==> config.mk <==
export PLATFORM = sky130hd
export DESIGN_NAME = frame_timer_status
export DESIGN_NICKNAME = d
export VERILOG_FILES = /design/src/inc/frame_timer_pkg.sv /design/src/design/tick_divider.sv /design/src/design/frame_timer_status.sv
export SDC_FILE = /design/constraint.sdc
export NUM_CORES = 1
export LEC_CHECK = 0
export BUFFER_PORTS_ARGS = -buffer_cell sky130_fd_sc_hd__clkbuf_2
export CORE_ASPECT_RATIO = 1.75
export CORE_MARGIN = 2
export CORE_UTILIZATION = 45
export DETAILED_ROUTE_END_ITERATION = 10
export PLACE_DENSITY = 0.73
export SYNTH_ARGS = -nofsm -noshare
export SYNTH_HDL_FRONTEND = slang
export SYNTH_SLANG_ARGS = --single-unit
==> constraint.sdc <==
create_clock -name clk_in -period 2.9 [get_ports clk_in]
set_clock_uncertainty 0.15 [all_clocks]
set_input_delay 0.435 -clock clk_in [delete_from_list [all_inputs] [get_ports clk_in]]
set_output_delay 0.435 -clock clk_in [all_outputs]
set_load 0.01 [all_outputs]
==> src/inc/frame_timer_pkg.sv <==
// package for the host frame timer and status block
// assumes a single 20 MHz clock and 16-bit register ports
`default_nettype none
package frame_timer_pkg;
    // ************************************************************
    // register offsets (word addresses as printed)
    // ************************************************************
    localparam logic [15:0] FRAME_PERIOD_RELOAD_ADDR = 16'hC092;
    localparam logic [15:0] FRAME_TIMER_LIVE_ADDR = 16'hC094;
    localparam logic [15:0] NEXT_FRAME_NUMBER_ADDR = 16'hC096;
    localparam logic [15:0] HOST_INTERRUPT_FLAGS_ADDR = 16'hC090;
    localparam logic [15:0] HOST_INTERRUPT_ENABLE_ADDR = 16'hC08C;
    // ************************************************************
    // field positions
    // ************************************************************
    localparam int BIT_VBUS = 15;
    localparam int BIT_ID = 14;
    localparam int BIT_FRAME = 9;
    localparam int BIT_WAKE = 6;
    localparam int BIT_CONNECT = 4;
    localparam int BIT_SE0 = 2;
    localparam int BIT_DONE = 0;
    localparam logic [15:0] FLAG_MASK_FIRST = 16'hC251;
    localparam logic [15:0] FLAG_MASK_SECOND = 16'h0251;
    localparam int COUNT_W = 14;
    localparam int FRAME_W = 11;
    // ************************************************************
    // reset values and timing
    // ************************************************************
    localparam logic [13:0] FRAME_RELOAD_RESET = 14'h2EE0;
    localparam logic [10:0] FRAME_NUMBER_RESET = 11'h000;
    localparam int CLK_HZ = 20000000;
    localparam int TICK_HZ = 12000000;
    // phase accumulator step for a 12 MHz tick from 20 MHz
    localparam logic [5:0] TICK_STEP = 6'(TICK_HZ / 1000000);
    localparam logic [5:0] TICK_MOD = 6'(CLK_HZ / 1000000);
endpackage
`default_nettype wire

==> src/design/tick_divider.sv <==
// fractional divider making a one-cycle tick enable
// assumes step below modulus, all in clk_in domain
`default_nettype none
module tick_divider (
    // clock and reset
    input wire logic clk_in,
    input wire logic rst_n_in,
    // tick
    output logic tick_out
);
    import frame_timer_pkg::*;
    logic [5:0] acc_r;
    logic [6:0] sum;
    assign sum = {1'b0, acc_r} + {1'b0, TICK_STEP};
    always_ff @(posedge clk_in) begin
        if (!rst_n_in) begin
            acc_r <= 6'h00;
            tick_out <= 1'b0;
        end else if (sum >= {1'b0, TICK_MOD}) begin
            acc_r <= 6'(sum - {1'b0, TICK_MOD});
            tick_out <= 1'b1;
        end else begin
            acc_r <= sum[5:0];
            tick_out <= 1'b0;
        end
    end
endmodule
`default_nettype wire

==> src/design/frame_timer_status.sv <==
// host frame timer, frame number and interrupt status flags
// assumes register port synchronous to clk_in; done, wake and sof_sent_in events are one-cycle pulses, vbus, id and se0 are levels
`default_nettype none
module frame_timer_status #(
    parameter bit FIRST_INSTANCE = 1'b1
) (
    // clock and reset
    input wire logic clk_in,
    input wire logic rst_n_in,
    // parallel host port access
    input wire logic hp_wr_in,
    input wire logic hp_rd_in,
    input wire logic [15:0] hp_addr_in,
    input wire logic [15:0] hp_wdata_in,
    output logic [15:0] hp_rdata_out,
    // on-chip processor access
    input wire logic cpu_wr_in,
    input wire logic cpu_rd_in,
    input wire logic [15:0] cpu_addr_in,
    input wire logic [15:0] cpu_wdata_in,
    output logic [15:0] cpu_rdata_out,
    // line and engine events
    input wire logic done_event_in,
    input wire logic vbus_valid_in,
    input wire logic id_in,
    input wire logic wake_event_in,
    input wire logic port_se0_in,
    input wire logic port_active_in,
    input wire logic sof_sent_in,
    // sof request and interrupt
    output logic sof_req_out,
    output logic [10:0] sof_frame_out,
    output logic irq_out
);
    import frame_timer_pkg::*;

    // ************************************************************
    // state
    // ************************************************************
    logic tick;
    logic [COUNT_W-1:0] reload_r;
    logic [COUNT_W-1:0] count_r;
    logic [FRAME_W-1:0] frame_r;
    logic [15:0] flags_r;
    logic [15:0] enable_r;
    logic vbus_d_r, id_d_r, se0_d_r;
    logic expire;
    logic [15:0] set_vec;
    logic [15:0] clr_vec;
    logic [15:0] impl_mask;
    logic reload_wr;

    tick_divider u_tick (
        .clk_in(clk_in),
        .rst_n_in(rst_n_in),
        .tick_out(tick)
    );

    assign impl_mask = FIRST_INSTANCE ? FLAG_MASK_FIRST : FLAG_MASK_SECOND;

    function automatic logic hit(input logic stb, input logic [15:0] a, input logic [15:0] t);
        hit = stb && (a == t);
    endfunction

    assign reload_wr = hit(hp_wr_in, hp_addr_in, FRAME_PERIOD_RELOAD_ADDR)
                     | hit(cpu_wr_in, cpu_addr_in, FRAME_PERIOD_RELOAD_ADDR);

    // ************************************************************
    // frame timer
    // ************************************************************
    assign expire = tick && (count_r == '0);

    always_ff @(posedge clk_in) begin
        if (!rst_n_in) begin
            reload_r <= FRAME_RELOAD_RESET;
        end else if (hit(cpu_wr_in, cpu_addr_in, FRAME_PERIOD_RELOAD_ADDR)) begin
            reload_r <= cpu_wdata_in[COUNT_W-1:0];
        end else if (hit(hp_wr_in, hp_addr_in, FRAME_PERIOD_RELOAD_ADDR)) begin
            reload_r <= hp_wdata_in[COUNT_W-1:0];
        end
    end

    always_ff @(posedge clk_in) begin
        if (!rst_n_in) begin
            count_r <= FRAME_RELOAD_RESET;
        end else if (expire) begin
            count_r <= reload_r;
        end else if (tick) begin
            count_r <= count_r - 1'b1;
        end
    end

    // ************************************************************
    // frame number and sof request
    // ************************************************************
    always_ff @(posedge clk_in) begin
        if (!rst_n_in) begin
            frame_r <= FRAME_NUMBER_RESET;
        end else if (reload_wr) begin
            frame_r <= FRAME_NUMBER_RESET;
        end else if (sof_sent_in) begin
            frame_r <= frame_r + 1'b1;
        end
    end

    always_ff @(posedge clk_in) begin
        if (!rst_n_in) begin
            sof_req_out <= 1'b0;
            sof_frame_out <= FRAME_NUMBER_RESET;
        end else begin
            sof_req_out <= expire && port_active_in;
            if (expire && port_active_in) begin
                sof_frame_out <= frame_r;
            end
        end
    end

    // ************************************************************
    // status flags
    // ************************************************************
    always_ff @(posedge clk_in) begin
        if (!rst_n_in) begin
            vbus_d_r <= 1'b0;
            id_d_r <= 1'b0;
            se0_d_r <= 1'b0;
        end else begin
            vbus_d_r <= vbus_valid_in;
            id_d_r <= id_in;
            se0_d_r <= port_se0_in;
        end
    end

    always_comb begin
        set_vec = 16'h0000;
        set_vec[BIT_DONE] = done_event_in;
        set_vec[BIT_VBUS] = vbus_valid_in ^ vbus_d_r;
        set_vec[BIT_ID] = id_in ^ id_d_r;
        set_vec[BIT_FRAME] = expire;
        set_vec[BIT_WAKE] = wake_event_in;
        set_vec[BIT_CONNECT] = port_se0_in ^ se0_d_r;
        set_vec = set_vec & impl_mask;
        clr_vec = 16'h0000;
        if (hit(hp_wr_in, hp_addr_in, HOST_INTERRUPT_FLAGS_ADDR)) begin
            clr_vec = clr_vec | hp_wdata_in;
        end
        if (hit(cpu_wr_in, cpu_addr_in, HOST_INTERRUPT_FLAGS_ADDR)) begin
            clr_vec = clr_vec | cpu_wdata_in;
        end
    end

    always_ff @(posedge clk_in) begin
        if (!rst_n_in) begin
            flags_r <= 16'h0000;
        end else begin
            flags_r <= ((flags_r & ~clr_vec) | set_vec) & impl_mask;
        end
    end

    always_ff @(posedge clk_in) begin
        if (!rst_n_in) begin
            enable_r <= 16'h0000;
        end else if (hit(cpu_wr_in, cpu_addr_in, HOST_INTERRUPT_ENABLE_ADDR)) begin
            enable_r <= cpu_wdata_in & impl_mask;
        end else if (hit(hp_wr_in, hp_addr_in, HOST_INTERRUPT_ENABLE_ADDR)) begin
            enable_r <= hp_wdata_in & impl_mask;
        end
    end

    always_ff @(posedge clk_in) begin
        if (!rst_n_in) begin
            irq_out <= 1'b0;
        end else begin
            irq_out <= |(flags_r & enable_r);
        end
    end

    // ************************************************************
    // read path
    // ************************************************************
    function automatic logic [15:0] rd_mux(input logic [15:0] a);
        case (a)
            FRAME_PERIOD_RELOAD_ADDR: rd_mux = {2'b00, reload_r};
            FRAME_TIMER_LIVE_ADDR: rd_mux = {2'b00, count_r};
            NEXT_FRAME_NUMBER_ADDR: rd_mux = {5'h00, frame_r};
            HOST_INTERRUPT_FLAGS_ADDR: rd_mux = flags_r | (16'(port_se0_in) << BIT_SE0);
            HOST_INTERRUPT_ENABLE_ADDR: rd_mux = enable_r;
            default: rd_mux = 16'h0000;
        endcase
    endfunction

    always_ff @(posedge clk_in) begin
        if (!rst_n_in) begin
            hp_rdata_out <= 16'h0000;
            cpu_rdata_out <= 16'h0000;
        end else begin
            hp_rdata_out <= hp_rd_in ? rd_mux(hp_addr_in) : 16'h0000;
            cpu_rdata_out <= cpu_rd_in ? rd_mux(cpu_addr_in) : 16'h0000;
        end
    end

    // ************************************************************
    // checks
    // ************************************************************
    chk_done_flag_set: assert property (@(posedge clk_in) disable iff (!rst_n_in)
        done_event_in |=> flags_r[BIT_DONE]) else $error("done flag not set");
    chk_irq_gate: assert property (@(posedge clk_in) disable iff (!rst_n_in)
        (enable_r == 16'h0000) |=> !irq_out) else $error("irq while masked");
    chk_clear_write: assert property (@(posedge clk_in) disable iff (!rst_n_in)
        (hit(cpu_wr_in, cpu_addr_in, HOST_INTERRUPT_FLAGS_ADDR) && cpu_wdata_in[BIT_WAKE]
         && !wake_event_in && !hp_wr_in) |=> !flags_r[BIT_WAKE]) else $error("flag not cleared");
    chk_vbus_edge: assert property (@(posedge clk_in) disable iff (!rst_n_in)
        (FIRST_INSTANCE && $changed(vbus_valid_in)) |=> flags_r[BIT_VBUS]) else $error("vbus edge lost");
    chk_second_reserved: assert property (@(posedge clk_in) disable iff (!rst_n_in)
        !FIRST_INSTANCE |-> flags_r[BIT_VBUS:BIT_ID] == 2'b00) else $error("reserved flag set");
    chk_reload_at_zero: assert property (@(posedge clk_in) disable iff (!rst_n_in)
        expire |=> count_r == $past(reload_r)) else $error("no reload at zero");
    chk_count_down: assert property (@(posedge clk_in) disable iff (!rst_n_in)
        (tick && count_r != '0) |=> count_r == $past(count_r) - 1'b1) else $error("counter not decremented");
    chk_frame_clear: assert property (@(posedge clk_in) disable iff (!rst_n_in)
        reload_wr |=> frame_r == FRAME_NUMBER_RESET) else $error("frame number not cleared");
    chk_sof_request: assert property (@(posedge clk_in) disable iff (!rst_n_in)
        (expire && port_active_in) |=> sof_req_out && sof_frame_out == $past(frame_r)) else $error("sof missing");
    cov_expire: cover property (@(posedge clk_in) disable iff (!rst_n_in) expire);
    cov_irq: cover property (@(posedge clk_in) disable iff (!rst_n_in) irq_out);
    cov_sof: cover property (@(posedge clk_in) disable iff (!rst_n_in) sof_req_out ##[1:20] sof_sent_in);
    cov_flag_clear: cover property (@(posedge clk_in) disable iff (!rst_n_in)
        hit(cpu_wr_in, cpu_addr_in, HOST_INTERRUPT_FLAGS_ADDR) && |(cpu_wdata_in & flags_r));
    cov_frame_clear: cover property (@(posedge clk_in) disable iff (!rst_n_in)
        reload_wr && frame_r != FRAME_NUMBER_RESET);

    // ************************************************************
    // flag checks
    // ************************************************************

    chk_id_edge: assert property (@(posedge clk_in) disable iff (!rst_n_in)
        (FIRST_INSTANCE && $changed(id_in)) |=> flags_r[BIT_ID])
        else $error("id edge lost");

    chk_connect_edge: assert property (@(posedge clk_in) disable iff (!rst_n_in)
        $changed(port_se0_in) |=> flags_r[BIT_CONNECT])
        else $error("connect edge lost");

    chk_wake_flag: assert property (@(posedge clk_in) disable iff (!rst_n_in)
        wake_event_in |=> flags_r[BIT_WAKE])
        else $error("wake flag not set");

    chk_expire_flag: assert property (@(posedge clk_in) disable iff (!rst_n_in)
        expire |=> flags_r[BIT_FRAME])
        else $error("expiry flag not set");

    chk_zero_keeps: assert property (@(posedge clk_in) disable iff (!rst_n_in)
        (hit(cpu_wr_in, cpu_addr_in, HOST_INTERRUPT_FLAGS_ADDR) && !cpu_wdata_in[BIT_DONE]
         && !hit(hp_wr_in, hp_addr_in, HOST_INTERRUPT_FLAGS_ADDR) && flags_r[BIT_DONE]) |=> flags_r[BIT_DONE])
        else $error("flag lost on zero write");

    chk_hp_clear: assert property (@(posedge clk_in) disable iff (!rst_n_in)
        (hit(hp_wr_in, hp_addr_in, HOST_INTERRUPT_FLAGS_ADDR) && hp_wdata_in[BIT_WAKE]
         && !wake_event_in && !cpu_wr_in) |=> !flags_r[BIT_WAKE])
        else $error("host port clear ignored");

    // ************************************************************
    // interrupt checks
    // ************************************************************

    chk_done_irq: assert property (@(posedge clk_in) disable iff (!rst_n_in)
        (flags_r[BIT_DONE] && enable_r[BIT_DONE]) |=> irq_out)
        else $error("done irq missing");

    chk_irq_any: assert property (@(posedge clk_in) disable iff (!rst_n_in)
        (|(flags_r & enable_r)) |=> irq_out)
        else $error("enabled irq missing");

    chk_irq_none: assert property (@(posedge clk_in) disable iff (!rst_n_in)
        !(|(flags_r & enable_r)) |=> !irq_out)
        else $error("irq without enabled flag");

    // ************************************************************
    // timer and frame checks
    // ************************************************************

    chk_cpu_reload: assert property (@(posedge clk_in) disable iff (!rst_n_in)
        hit(cpu_wr_in, cpu_addr_in, FRAME_PERIOD_RELOAD_ADDR) |=> reload_r == COUNT_W'($past(cpu_wdata_in)))
        else $error("reload write lost");

    chk_hp_reload: assert property (@(posedge clk_in) disable iff (!rst_n_in)
        (hit(hp_wr_in, hp_addr_in, FRAME_PERIOD_RELOAD_ADDR) && !cpu_wr_in)
        |=> reload_r == COUNT_W'($past(hp_wdata_in)))
        else $error("host port reload lost");

    chk_frame_advance: assert property (@(posedge clk_in) disable iff (!rst_n_in)
        (sof_sent_in && !reload_wr) |=> frame_r == $past(frame_r) + 1'b1)
        else $error("frame number not advanced");

    chk_no_sof_idle: assert property (@(posedge clk_in) disable iff (!rst_n_in)
        !(expire && port_active_in) |=> !sof_req_out)
        else $error("sof without expiry");

    // ************************************************************
    // read checks
    // ************************************************************

    chk_reload_read: assert property (@(posedge clk_in) disable iff (!rst_n_in)
        hit(cpu_rd_in, cpu_addr_in, FRAME_PERIOD_RELOAD_ADDR) |=> cpu_rdata_out == {2'b00, $past(reload_r)})
        else $error("reload readback wrong");

    chk_reload_reserved: assert property (@(posedge clk_in) disable iff (!rst_n_in)
        hit(hp_rd_in, hp_addr_in, FRAME_PERIOD_RELOAD_ADDR) |=> hp_rdata_out[15:COUNT_W] == 2'b00)
        else $error("reload reserved bits set");

    chk_live_read: assert property (@(posedge clk_in) disable iff (!rst_n_in)
        hit(cpu_rd_in, cpu_addr_in, FRAME_TIMER_LIVE_ADDR) |=> cpu_rdata_out == {2'b00, $past(count_r)})
        else $error("live counter readback wrong");

    chk_frame_read: assert property (@(posedge clk_in) disable iff (!rst_n_in)
        hit(cpu_rd_in, cpu_addr_in, NEXT_FRAME_NUMBER_ADDR) |=> cpu_rdata_out == {5'h00, $past(frame_r)})
        else $error("frame readback wrong");

    chk_se0_read: assert property (@(posedge clk_in) disable iff (!rst_n_in)
        hit(cpu_rd_in, cpu_addr_in, HOST_INTERRUPT_FLAGS_ADDR) |=> cpu_rdata_out[BIT_SE0] == $past(port_se0_in))
        else $error("se0 status wrong");

    chk_hp_flags_read: assert property (@(posedge clk_in) disable iff (!rst_n_in)
        hit(hp_rd_in, hp_addr_in, HOST_INTERRUPT_FLAGS_ADDR) |=> (hp_rdata_out & impl_mask) == $past(flags_r))
        else $error("host port flags wrong");

    chk_idle_rdata: assert property (@(posedge clk_in) disable iff (!rst_n_in)
        !cpu_rd_in |=> cpu_rdata_out == 16'h0000)
        else $error("read data without read");
endmodule
`default_nettype wire

======== Yosys cells after proc, flatten, opt, wreduce, memory -nomap -nowiden ========
Cells that the tools add are included.
word-level totals
  output and inout bits ................... 45
  logic and storage cells ................. 70
  register bits ........................... 116
cells by class
  muxes and demuxes ....................... 12
  add/sub/neg operators ................... 4
  bitwise logic cells ..................... 11
  magnitude comparators ................... 1
  equal/unequal tests ..................... 10
  reduce and logical (&&, ||, !) cells .... 16
operators with widths
  cell                                                 count
  equality test 16 bit, second input constant          10
  case mux 16 bit (5 select lines)                     2
  2-to-1 mux 16 bit                                    4
  2-to-1 mux 14 bit                                    4
  AND 16 bit                                           2
  OR 16 bit                                            2
  inverter 16 bit                                      1
  OR 16 x 3 -> 16 bit                                  1
  OR reduction 16 bit                                  1
  logical NOT 14 bit                                   1
  subtractor 14 x 1 -> 14 bit, second input constant   1
  adder 11 x 1 -> 11 bit, second input constant        1
  logical AND 1 bit                                    8
  adder 6 x 4 -> 7 bit, second input constant          1
  >= comparator 7 x 5 -> 1 bit, second input constant  1
  2-to-1 mux 6 bit                                     1
  nonzero test 2 bit                                   3
  subtractor 6 x 5 -> 6 bit, second input constant     1
  AND reduction 2 bit                                  2
  XOR 1 bit                                            3
  OR reduction 2 bit                                   1
  2-to-1 mux 1 bit                                     1
  inverter 1 bit                                       1
  OR 1 bit                                             1

======== Logic depth before layout (Yosys ltp) ========
Gate-level depths: netlist (run 1).
  depth after elaboration ................. 8
  gate-level depth with buffers ........... 8

======== By module ========
From an unflattened synthesis (run 1), not the netlist that was laid out.
second synthesis, totals
  cells, all modules ...................... 574
  area, all modules ....................... 5,067.4 um^2
modules (own cells, without submodules)
  module              sequential area each (um^2)  area an instance (um^2)  cells each  times used
  frame_timer_status  1,981.9                      4,744.6                  542         1
  tick_divider        100.1                        322.8                    32          1

======== Worst setup path after synthesis (run 1) ========
No wires, ideal clock.
  path kind ............................... input -> register
  start point ............................. input hp_addr_in[9]
  end point ............................... register hp_rdata_out[6]
  arrival time ............................ 1,933 ps
  buffers on the path ..................... 1
  setup time .............................. 71 ps
  setup slack ............................. 746 ps
  cell stages on the path ................. 6
  data required time ...................... 2,679 ps
  cells stage by stage .................... or4_4 > or4_4 > nor3_4 > buf_6 > a22oi_1 > a21oi_1
on the way
  cells in the longest elaborated chain, start to end .. 2
  elaborated cells between the ends (all ways) .. 6
  classes of those cells .................. 5 x eq/ne; 1 x mux
RTL lines
  element                               line                       text
  from (decl)                           frame_timer_status.sv:13   input wire logic [15:0] hp_addr_in,
  equality test 16 bit                  frame_timer_status.sv:181  case (a)
  case mux 16 bit (5 select lines) (*)  frame_timer_status.sv:181
  to (signal assigned)                  frame_timer_status.sv:196  hp_rdata_out <= hp_rd_in ? rd_mux(hp_addr_in) : 16'h0000;
  to (decl)                             frame_timer_status.sv:15   output logic [15:0] hp_rdata_out,
Mark *: on every way between the ends. The rest lies on a longest branch, timed or not.
A chain may end at the register's enable or synchronous reset.

======== Worst setup path after layout (run 1) ========
  start point ............................. register u_tick.acc_r[2]
  end point ............................... register u_tick.acc_r[4]
on the way
  cells in the longest elaborated chain, start to end .. 3
  elaborated cells between the ends (all ways) .. 4
  classes of those cells .................. 2 x add/sub; 1 x order compare; 1 x mux
RTL lines
  element                                                                    line                                    text
  from (decl)                                                                tick_divider.sv:12                      logic [5:0] acc_r;
  from (signal assigned)                                                     tick_divider.sv:20                      acc_r <= 6'(sum - {1'b0, TICK_MOD});
  from (signal assigned)                                                     tick_divider.sv:23                      acc_r <= sum[5:0];
  adder 6 x 4 -> 7 bit (*)                                                   tick_divider.sv:14                      assign sum = {1'b0, acc_r} + {1'b0, TICK_STEP};
  subtractor 6 x 5 -> 6 bit or >= comparator 7 x 5 -> 1 bit (tied branches)  tick_divider.sv:20, tick_divider.sv:19
  2-to-1 mux 6 bit (*)                                                       tick_divider.sv:19                      end else if (sum >= {1'b0, TICK_MOD}) begin
Marks and branches as above.

==> results of run 1 <==
cells in the final DEF (no fill, tap or decap), drive strengths merged, types with 8 or more instances in the layout:
cell type,synthesis,final
clkbuf,27,130
dfxtp,104,104
nor2,61,61
o21ai,49,49
nand2,44,44
a21oi,36,36
a22oi,35,35
inv,22,27
nand3,23,23
buf,12,18
nor3,17,17
xor2,13,13
nand4,12,12
mux2i,12,12
mux2,11,11
a32oi,10,10
and2,9,9
and3,8,8
state kept, by name, summed over array words and instances (netlist names):
register and flops:
u_tick.acc_r 4, flags_r 6, reload_r 14, sof_req_out 1
frame_r 11, irq_out 1, enable_r 6, se0_d_r 1
id_d_r 1, hp_rdata_out 16, cpu_rdata_out 16, vbus_d_r 1
sof_frame_out 11, count_r 14, u_tick.tick_out 1
logic make-up (layout without fill, tap and decap cells):
group	count (synthesis)	in the layout	synth area share
AND/OR/NAND/NOR	214	214	0.220
buffers and inverters	61	177	0.0489
XOR/XNOR	18	18	0.0306
multiplexers	27	27	0.0649
AO/OA/AOI/OAI	169	169	0.214
flip-flops	104	104	0.405
adder cells (fa/ha/maj)	7	7	0.0170
per-stage QoR:
| stage | area, um2 | util | setup WS, ns | instances | hold slack (ns) |
|---|---|---|---|---|---|
| 2_1_floorplan | 5140 | - | 0.746 | 600 | 0.304 |
| 3_3_place_gp | 5880 | 0.527 | 0.531 | 832 | 0.294 |
| 3_5_place_dp | 5880 | 0.527 | 0.369 | 832 | 0.294 |
| 4_1_cts | 6200 | 0.555 | 0.442 | 848 | 0.165 |
| 5_1_grt | 6200 | 0.555 | 0.280 | 848 | 0.165 |
| 6_report | 6200 | 0.555 | 0.435 | 848 | 0.162 |
power breakdown:
group          internal, mW  leakage, nW  switching, mW
Sequential             1.51        0.843          0.140
Combinational         0.346         1.58          0.456
Clock                 0.699        0.158          0.610
final timing paths:
kind / endpoint / slack (ns)
setup / recovery: u_tick.acc_r[4] / 0.43
hold / removal: id_d_r / 0.16
setup reg to reg: u_tick.acc_r[4] / 0.43
hold reg to reg: sof_frame_out[8] / 0.31
layer usage:
metal / wire length (um) / global-route usage / vias to the layer above
li1: - / - / 2418
met1: 5740 / 0.258 / 2430
met2: 8190 / 0.455 / 220
met3: 907 / 0.0516 / 59
met4: 1010 / 0.166 / 0
met5: 0 / 0 / -
critical path, cell delays in order (launching register included):
cell	delay, ns
dfxtp_1	0.43
inv_1	0.10
ha_1	0.25
mux2_2	0.28
a22o_1	0.26
nor3_1	0.56
mux2i_1	0.25
and2_1	0.13
cell type report:
class | instances | area, um2
Tap cell | 132 | 165
Inverter | 22 | 82.6
Sequential cell | 104 | 2080
Multi-Input combinational cell | 435 | 2810
Fill cell | 1033 | 4970
Clock buffer | 9 | 225
Clock inverter | 7 | 95.1
Timing Repair Buffer | 139 | 741
==> results.ini, run 1 <==
[grt]
grt_start_max_net_pins=25
grt_usage=0.253
grt_first_pass_wirelength_um=24900
antenna_found_initial=0
grt_overflow=0
first_global_vias=5146

[min_path]
holdCritStartpoint=id_in
hold_path_depth=2
worst_hold_path_type=input pin to flip-flop

[synth]
synth_top_cells_by_area=dfxtp_1 40%, a22oi_1 5.1%, o21ai_0 4.7%
asyncSetResetFlopFracSynth=0
synth_ff_type=dfxtp_1
postSynthAreaPerCell_um2=8.57
netlist.area_leader.share=0.405
synthesis.instances=600
yosysSeqAreaShare=0.405
number_of_distinct_library_cell_variants_in_the_gate_level_netlist_after_synthesis=61
synth-edff-count=0
post-synth-top-area-cell=dfxtp_1
netlist_top_cells_count=104 x dfxtp_1, 60 x nor2_1, 48 x o21ai_0, 44 x nand2_1, 36 x a21oi_1
synth_most_common_cell=dfxtp_1
synth_area_mm2=0.00514
synth_nets=684
synth_warnings=0
synth_seq_cells=104

[worst_setup_path]
critPathRequiredTime_ns=3.05
reg2reg_depth=7
setup.worst_path.class=flip-flop to flip-flop
critPathMaxFanout=5
worstSetupEndpointType=flip-flop
critical_path.startpoint_type=flip-flop
crit_arrival_ns=2.62
critical_path.startpoint=u_tick.acc_r[2]
rr_startpoint=u_tick.acc_r[2]

[detailed_routing]
drt-pass1-iter-count=5
detail_route.iter0.violations=416
drt_wl_total_um=15900
drc=0
vias=5127
postRouteAntennaNets=0
routedWlPerCell_um=18.7
post_drt_via_cell_ratio=6.05

[final_layout]
drive_gt1_frac=0.257
finish.net_count=795
areaGrowthSynthToFinish_pct=20.6
antenna_cells_inserted=0

[sta]
post-route-period-util=0.850
post-route-min-period_ns=2.47
final_setup_vio_count=0
timing_worst_slew_pin_value_ns=0.848
setup_total_negative_slack_ns=0
maxSlewViolCount=0
max_slew_margin_vs_limit=0.434
setup_repair_after_global_routing_missed_its_margin=false
fmax_mhz=406
finalHoldViolations=0

[die]
floorplan.die_area_mm2=0.0123
floorplan.rows=51
initial_utilization=0.461
fp.dieH_um=145
die_x_um=84.8
floorplan.core_area_mm2=0.0112
io_pins=122

[clocking]
tritoncts.num_buffers=9
worst_skew_late_latency_ns=0.36
postCtsSetupRepairBufs=0
cts_num_sinks=104
clk_transition_reported_paths_ns=0.08
tritoncts=yes
max-clock-path-buffers=2
htreeDepth=3
post_cts.resized_instances=0
holdBufCountCts=0
ctsRootBufferMaster=clkbuf_16

[job]
cap_violations=0

[placed_design]
io_buffers=121
hpwl_after_dpl_um=11900
gp_routability_congestion=0.944

[pwr]
static-leakage-power_nw=2.58
p_per_area_mw_per_mm2=606
design_power_total_mw=3.76
ir_worst_vdd_mv=0.444

[outcome]
outcome=finished clean

(Power assumes the default switching activity.)
==> inputs of run 2 (changes only) <==
--- a/config.mk
+++ b/config.mk
@@ -8,9 +8,10 @@
 export BUFFER_PORTS_ARGS = -buffer_cell sky130_fd_sc_hd__clkbuf_2
 export CORE_ASPECT_RATIO = 1.75
 export CORE_MARGIN = 2
-export CORE_UTILIZATION = 45
+export CORE_UTILIZATION = 54
+export CTS_BUF_LIST = sky130_fd_sc_hd__clkbuf_8 sky130_fd_sc_hd__clkbuf_16
 export DETAILED_ROUTE_END_ITERATION = 10
-export PLACE_DENSITY = 0.73
+export PLACE_DENSITY = 0.84
 export SYNTH_ARGS = -nofsm -noshare
 export SYNTH_HDL_FRONTEND = slang
 export SYNTH_SLANG_ARGS = --single-unit
==> run 2 against run 1 <==
Against the previous run: sequential cell count unchanged; first-iteration DRC count decreased by 9.9%; via count rose by 2.6%; register-to-register slack better by 0.07 ns; global-route usage increased by 4.4 points; sequential power about the same; worst hold slack worse by 0.0065 ns; non-clock buffer count is 1 lower; clock power fell by 8%; final cell count shrank 1.3%.
==> results.ini, run 2 (synthesis results as in run 1) <==
[placed_design]
hpwl_after_dpl_um=11400  ; -4.2%
gp_routability_congestion=0.937  ; -0.77%
io_buffers=121  ; unchanged

[worst_setup_path]
critical_path.startpoint_type=flip-flop
slowest_delay_ns=0.53  ; -0.03 ns
timing.reg2reg.setup_slack_ns=0.50  ; +0.07 ns
crit_path_top_delay_cell=or3_1
critPathRequiredTime_ns=2.95  ; -0.10 ns
cp_cell_sequence=or3_1, nor2_1, nand4_1, o21ai_0, a221oi_2
critical_path.startpoint=count_r[7]
critPathMaxFanout=12  ; +7
reg2reg_to=count_r[8]
crit_arrival_ns=2.45  ; -0.17 ns
rr_startpoint=count_r[7]
reg2reg_depth=5  ; -2
worstSetupEndpointType=flip-flop
setup.worst_path.class=flip-flop to flip-flop

[pwr]
p_sw_mw=1.18  ; -2.2%
ir_worst_vdd_mv=0.388  ; -13%
internal_power_mw=2.48  ; -3.1%
power.share.switching=0.323  ; +0.00205
p_per_area_mw_per_mm2=594  ; -2.1%
power.sequential.fraction=0.445  ; +0.006
static-leakage-power_nw=2.56  ; -0.80%
clock_power_share=0.328  ; -0.020
share_comb_of_total_power=0.227  ; +0.014

[die]
io_pins=122  ; unchanged
floorplan.rows=47  ; -7.8%
floorplan.core_area_mm2=0.00935  ; -16%
fp.dieH_um=133  ; -8.5%
floorplan.die_area_mm2=0.0104  ; -16%
initial_utilization=0.550  ; +0.0895
die_x_um=77.8  ; -8.3%

[job]
cap_violations=0  ; unchanged

[outcome]
outcome=finished clean

[min_path]
holdCritStartpoint=id_in
timing.hold.worst_endpoint=id_d_r
hold_path_depth=2  ; unchanged
worst_hold_path_type=input pin to flip-flop

[grt]
met1_usage=0.300  ; +0.0420
grt_usage=0.297  ; +0.0440
grt_first_pass_wirelength_um=24500  ; -1.6%
antenna_found_initial=0  ; unchanged
grt_start_max_net_pins=25  ; unchanged
grt-busiest-layer=met2
met2_grt_util=0.531  ; +0.0760
first_global_vias=5201  ; +1.1%
groute.layer.met3.usage=0.0461  ; -0.00555
grt_overflow=0  ; unchanged

[final_layout]
most-common-layout-cells=121 x clkbuf_2, 104 x dfxtp_1, 60 x nor2_1, 48 x o21ai_0, 44 x nand2_1
multi_input_area_mm2=0.00281  ; unchanged
num-fill-cells=775  ; -25%
finish.net_count=794  ; -0.13%
drive_gt1_frac=0.256  ; -0.00104
sequential_cell_area_mm2=0.00208  ; unchanged
final_core_density=0.658  ; +0.103
antenna_cells_inserted=0  ; unchanged
mostFrequentLayoutCell=clkbuf_2
registers_with_the_highest_flip_flop_counts=cpu_rdata_out (16), hp_rdata_out (16)
areaGrowthSynthToFinish_pct=19.7

[sta]
setup_repair_after_global_routing_missed_its_margin=false
post-route-min-period_ns=2.40  ; -0.0691 ns
maxSlewViolCount=0  ; unchanged
final_setup_vio_count=0  ; unchanged
fmax_mhz=417  ; +2.9%
max_slew_margin_vs_limit=0.460  ; +0.0262
setup_total_negative_slack_ns=0  ; unchanged
finalHoldViolations=0  ; unchanged
post-route-period-util=0.826  ; -0.0238
timing_worst_slew_pin_value_ns=0.809  ; -0.0392 ns

[clocking]
post_cts.resized_instances=0  ; unchanged
holdBufCountCts=0  ; unchanged
ctsRootBufferMaster=clkbuf_16
postCtsSetupRepairBufs=0  ; unchanged
cts_num_sinks=104  ; unchanged
htreeDepth=3  ; unchanged
worst_skew_late_latency_ns=0.36  ; about the same
max-clock-path-buffers=2  ; unchanged
tritoncts.num_buffers=9  ; unchanged
tritoncts=yes
clk_transition_reported_paths_ns=0.08  ; about the same

[detailed_routing]
postRouteAntennaNets=0  ; unchanged
detail_route.iter0.violations=375  ; -9.9%
routedWlPerCell_um=18.5  ; -1.3%
vias=5258  ; +2.6%
post_drt_via_cell_ratio=6.28  ; +3.9%
drc=0  ; unchanged
drt-pass1-iter-count=5  ; unchanged
drt_wl_total_um=15500  ; -2.5%

-- run 2: cell types whose count changed in the layout (fill, tap and decap cells not counted), sizes merged --
cell / before / now
bufinv: 1 / 0
buf: 18 / 17
clkinvlp: 0 / 1
-- run 2: worst max-delay path by stage --
stage,endpoint,cells past startpoint
4_1_cts,count_r[8],5
3_3_place_gp,hp_rdata_out[2],6
2_1_floorplan,hp_rdata_out[6],6
3_5_place_dp,hp_rdata_out[9],6
5_1_grt,count_r[8],5
6_report,count_r[8],5
-- run 2: cell type report --
| cell class | instances | area share |
|---|---|---|
| multi-input combinational | 435 | 0.457 |
| sequential | 104 | 0.338 |
| timing repair buffer | 138 | 0.119 |
| clock buffer | 9 | 0.0366 |
| tap | 122 | 0.0248 |
| inverter | 22 | 0.0134 |
| clock inverter | 7 | 0.0114 |
-- run 2: worst max-delay path, delay by kind of cell (launching register included) --
| kind | cells | cell delay, ns |
|---|---|---|
| and+or+nand+nor | 3 | 1.21 |
| AOI/OAI and AO/OA | 2 | 0.51 |
| DFF | 1 | 0.38 |
-- run 2: metal layers --
layer / up-vias / part of all wire
met5: - / 0
met4: 0 / 0.071
met3: 78 / 0.073
met2: 290 / 0.51
met1: 2479 / 0.34
li1: 2411 / -
-- run 2: metrics by stage --
stage | setup WS [ns] | hold WS (ns) | instances | area (um2) | power [mW]
after floorplan | 0.746 | 0.304 | 600 | 5140 | 2.24
after CTS | 0.538 | 0.158 | 837 | 6160 | 3.64
final | 0.504 | 0.155 | 837 | 6160 | 3.66
after detailed placement | 0.305 | 0.296 | 821 | 5860 | 2.46
after global routing | 0.351 | 0.171 | 837 | 6160 | 3.81
after global placement | 0.392 | 0.290 | 821 | 5860 | 2.42
-- run 2: power by group through the flow --
| stage | clock network, mW | logic (mW) | registers (mW) |
|---|---|---|---|
| floorplan | 0 | 0.629 | 1.61 |
| global placement | 0 | 0.775 | 1.65 |
| detailed placement | 0 | 0.808 | 1.65 |
| CTS | 1.20 | 0.817 | 1.62 |
| global route | 1.26 | 0.912 | 1.64 |
| finish | 1.20 | 0.829 | 1.63 |
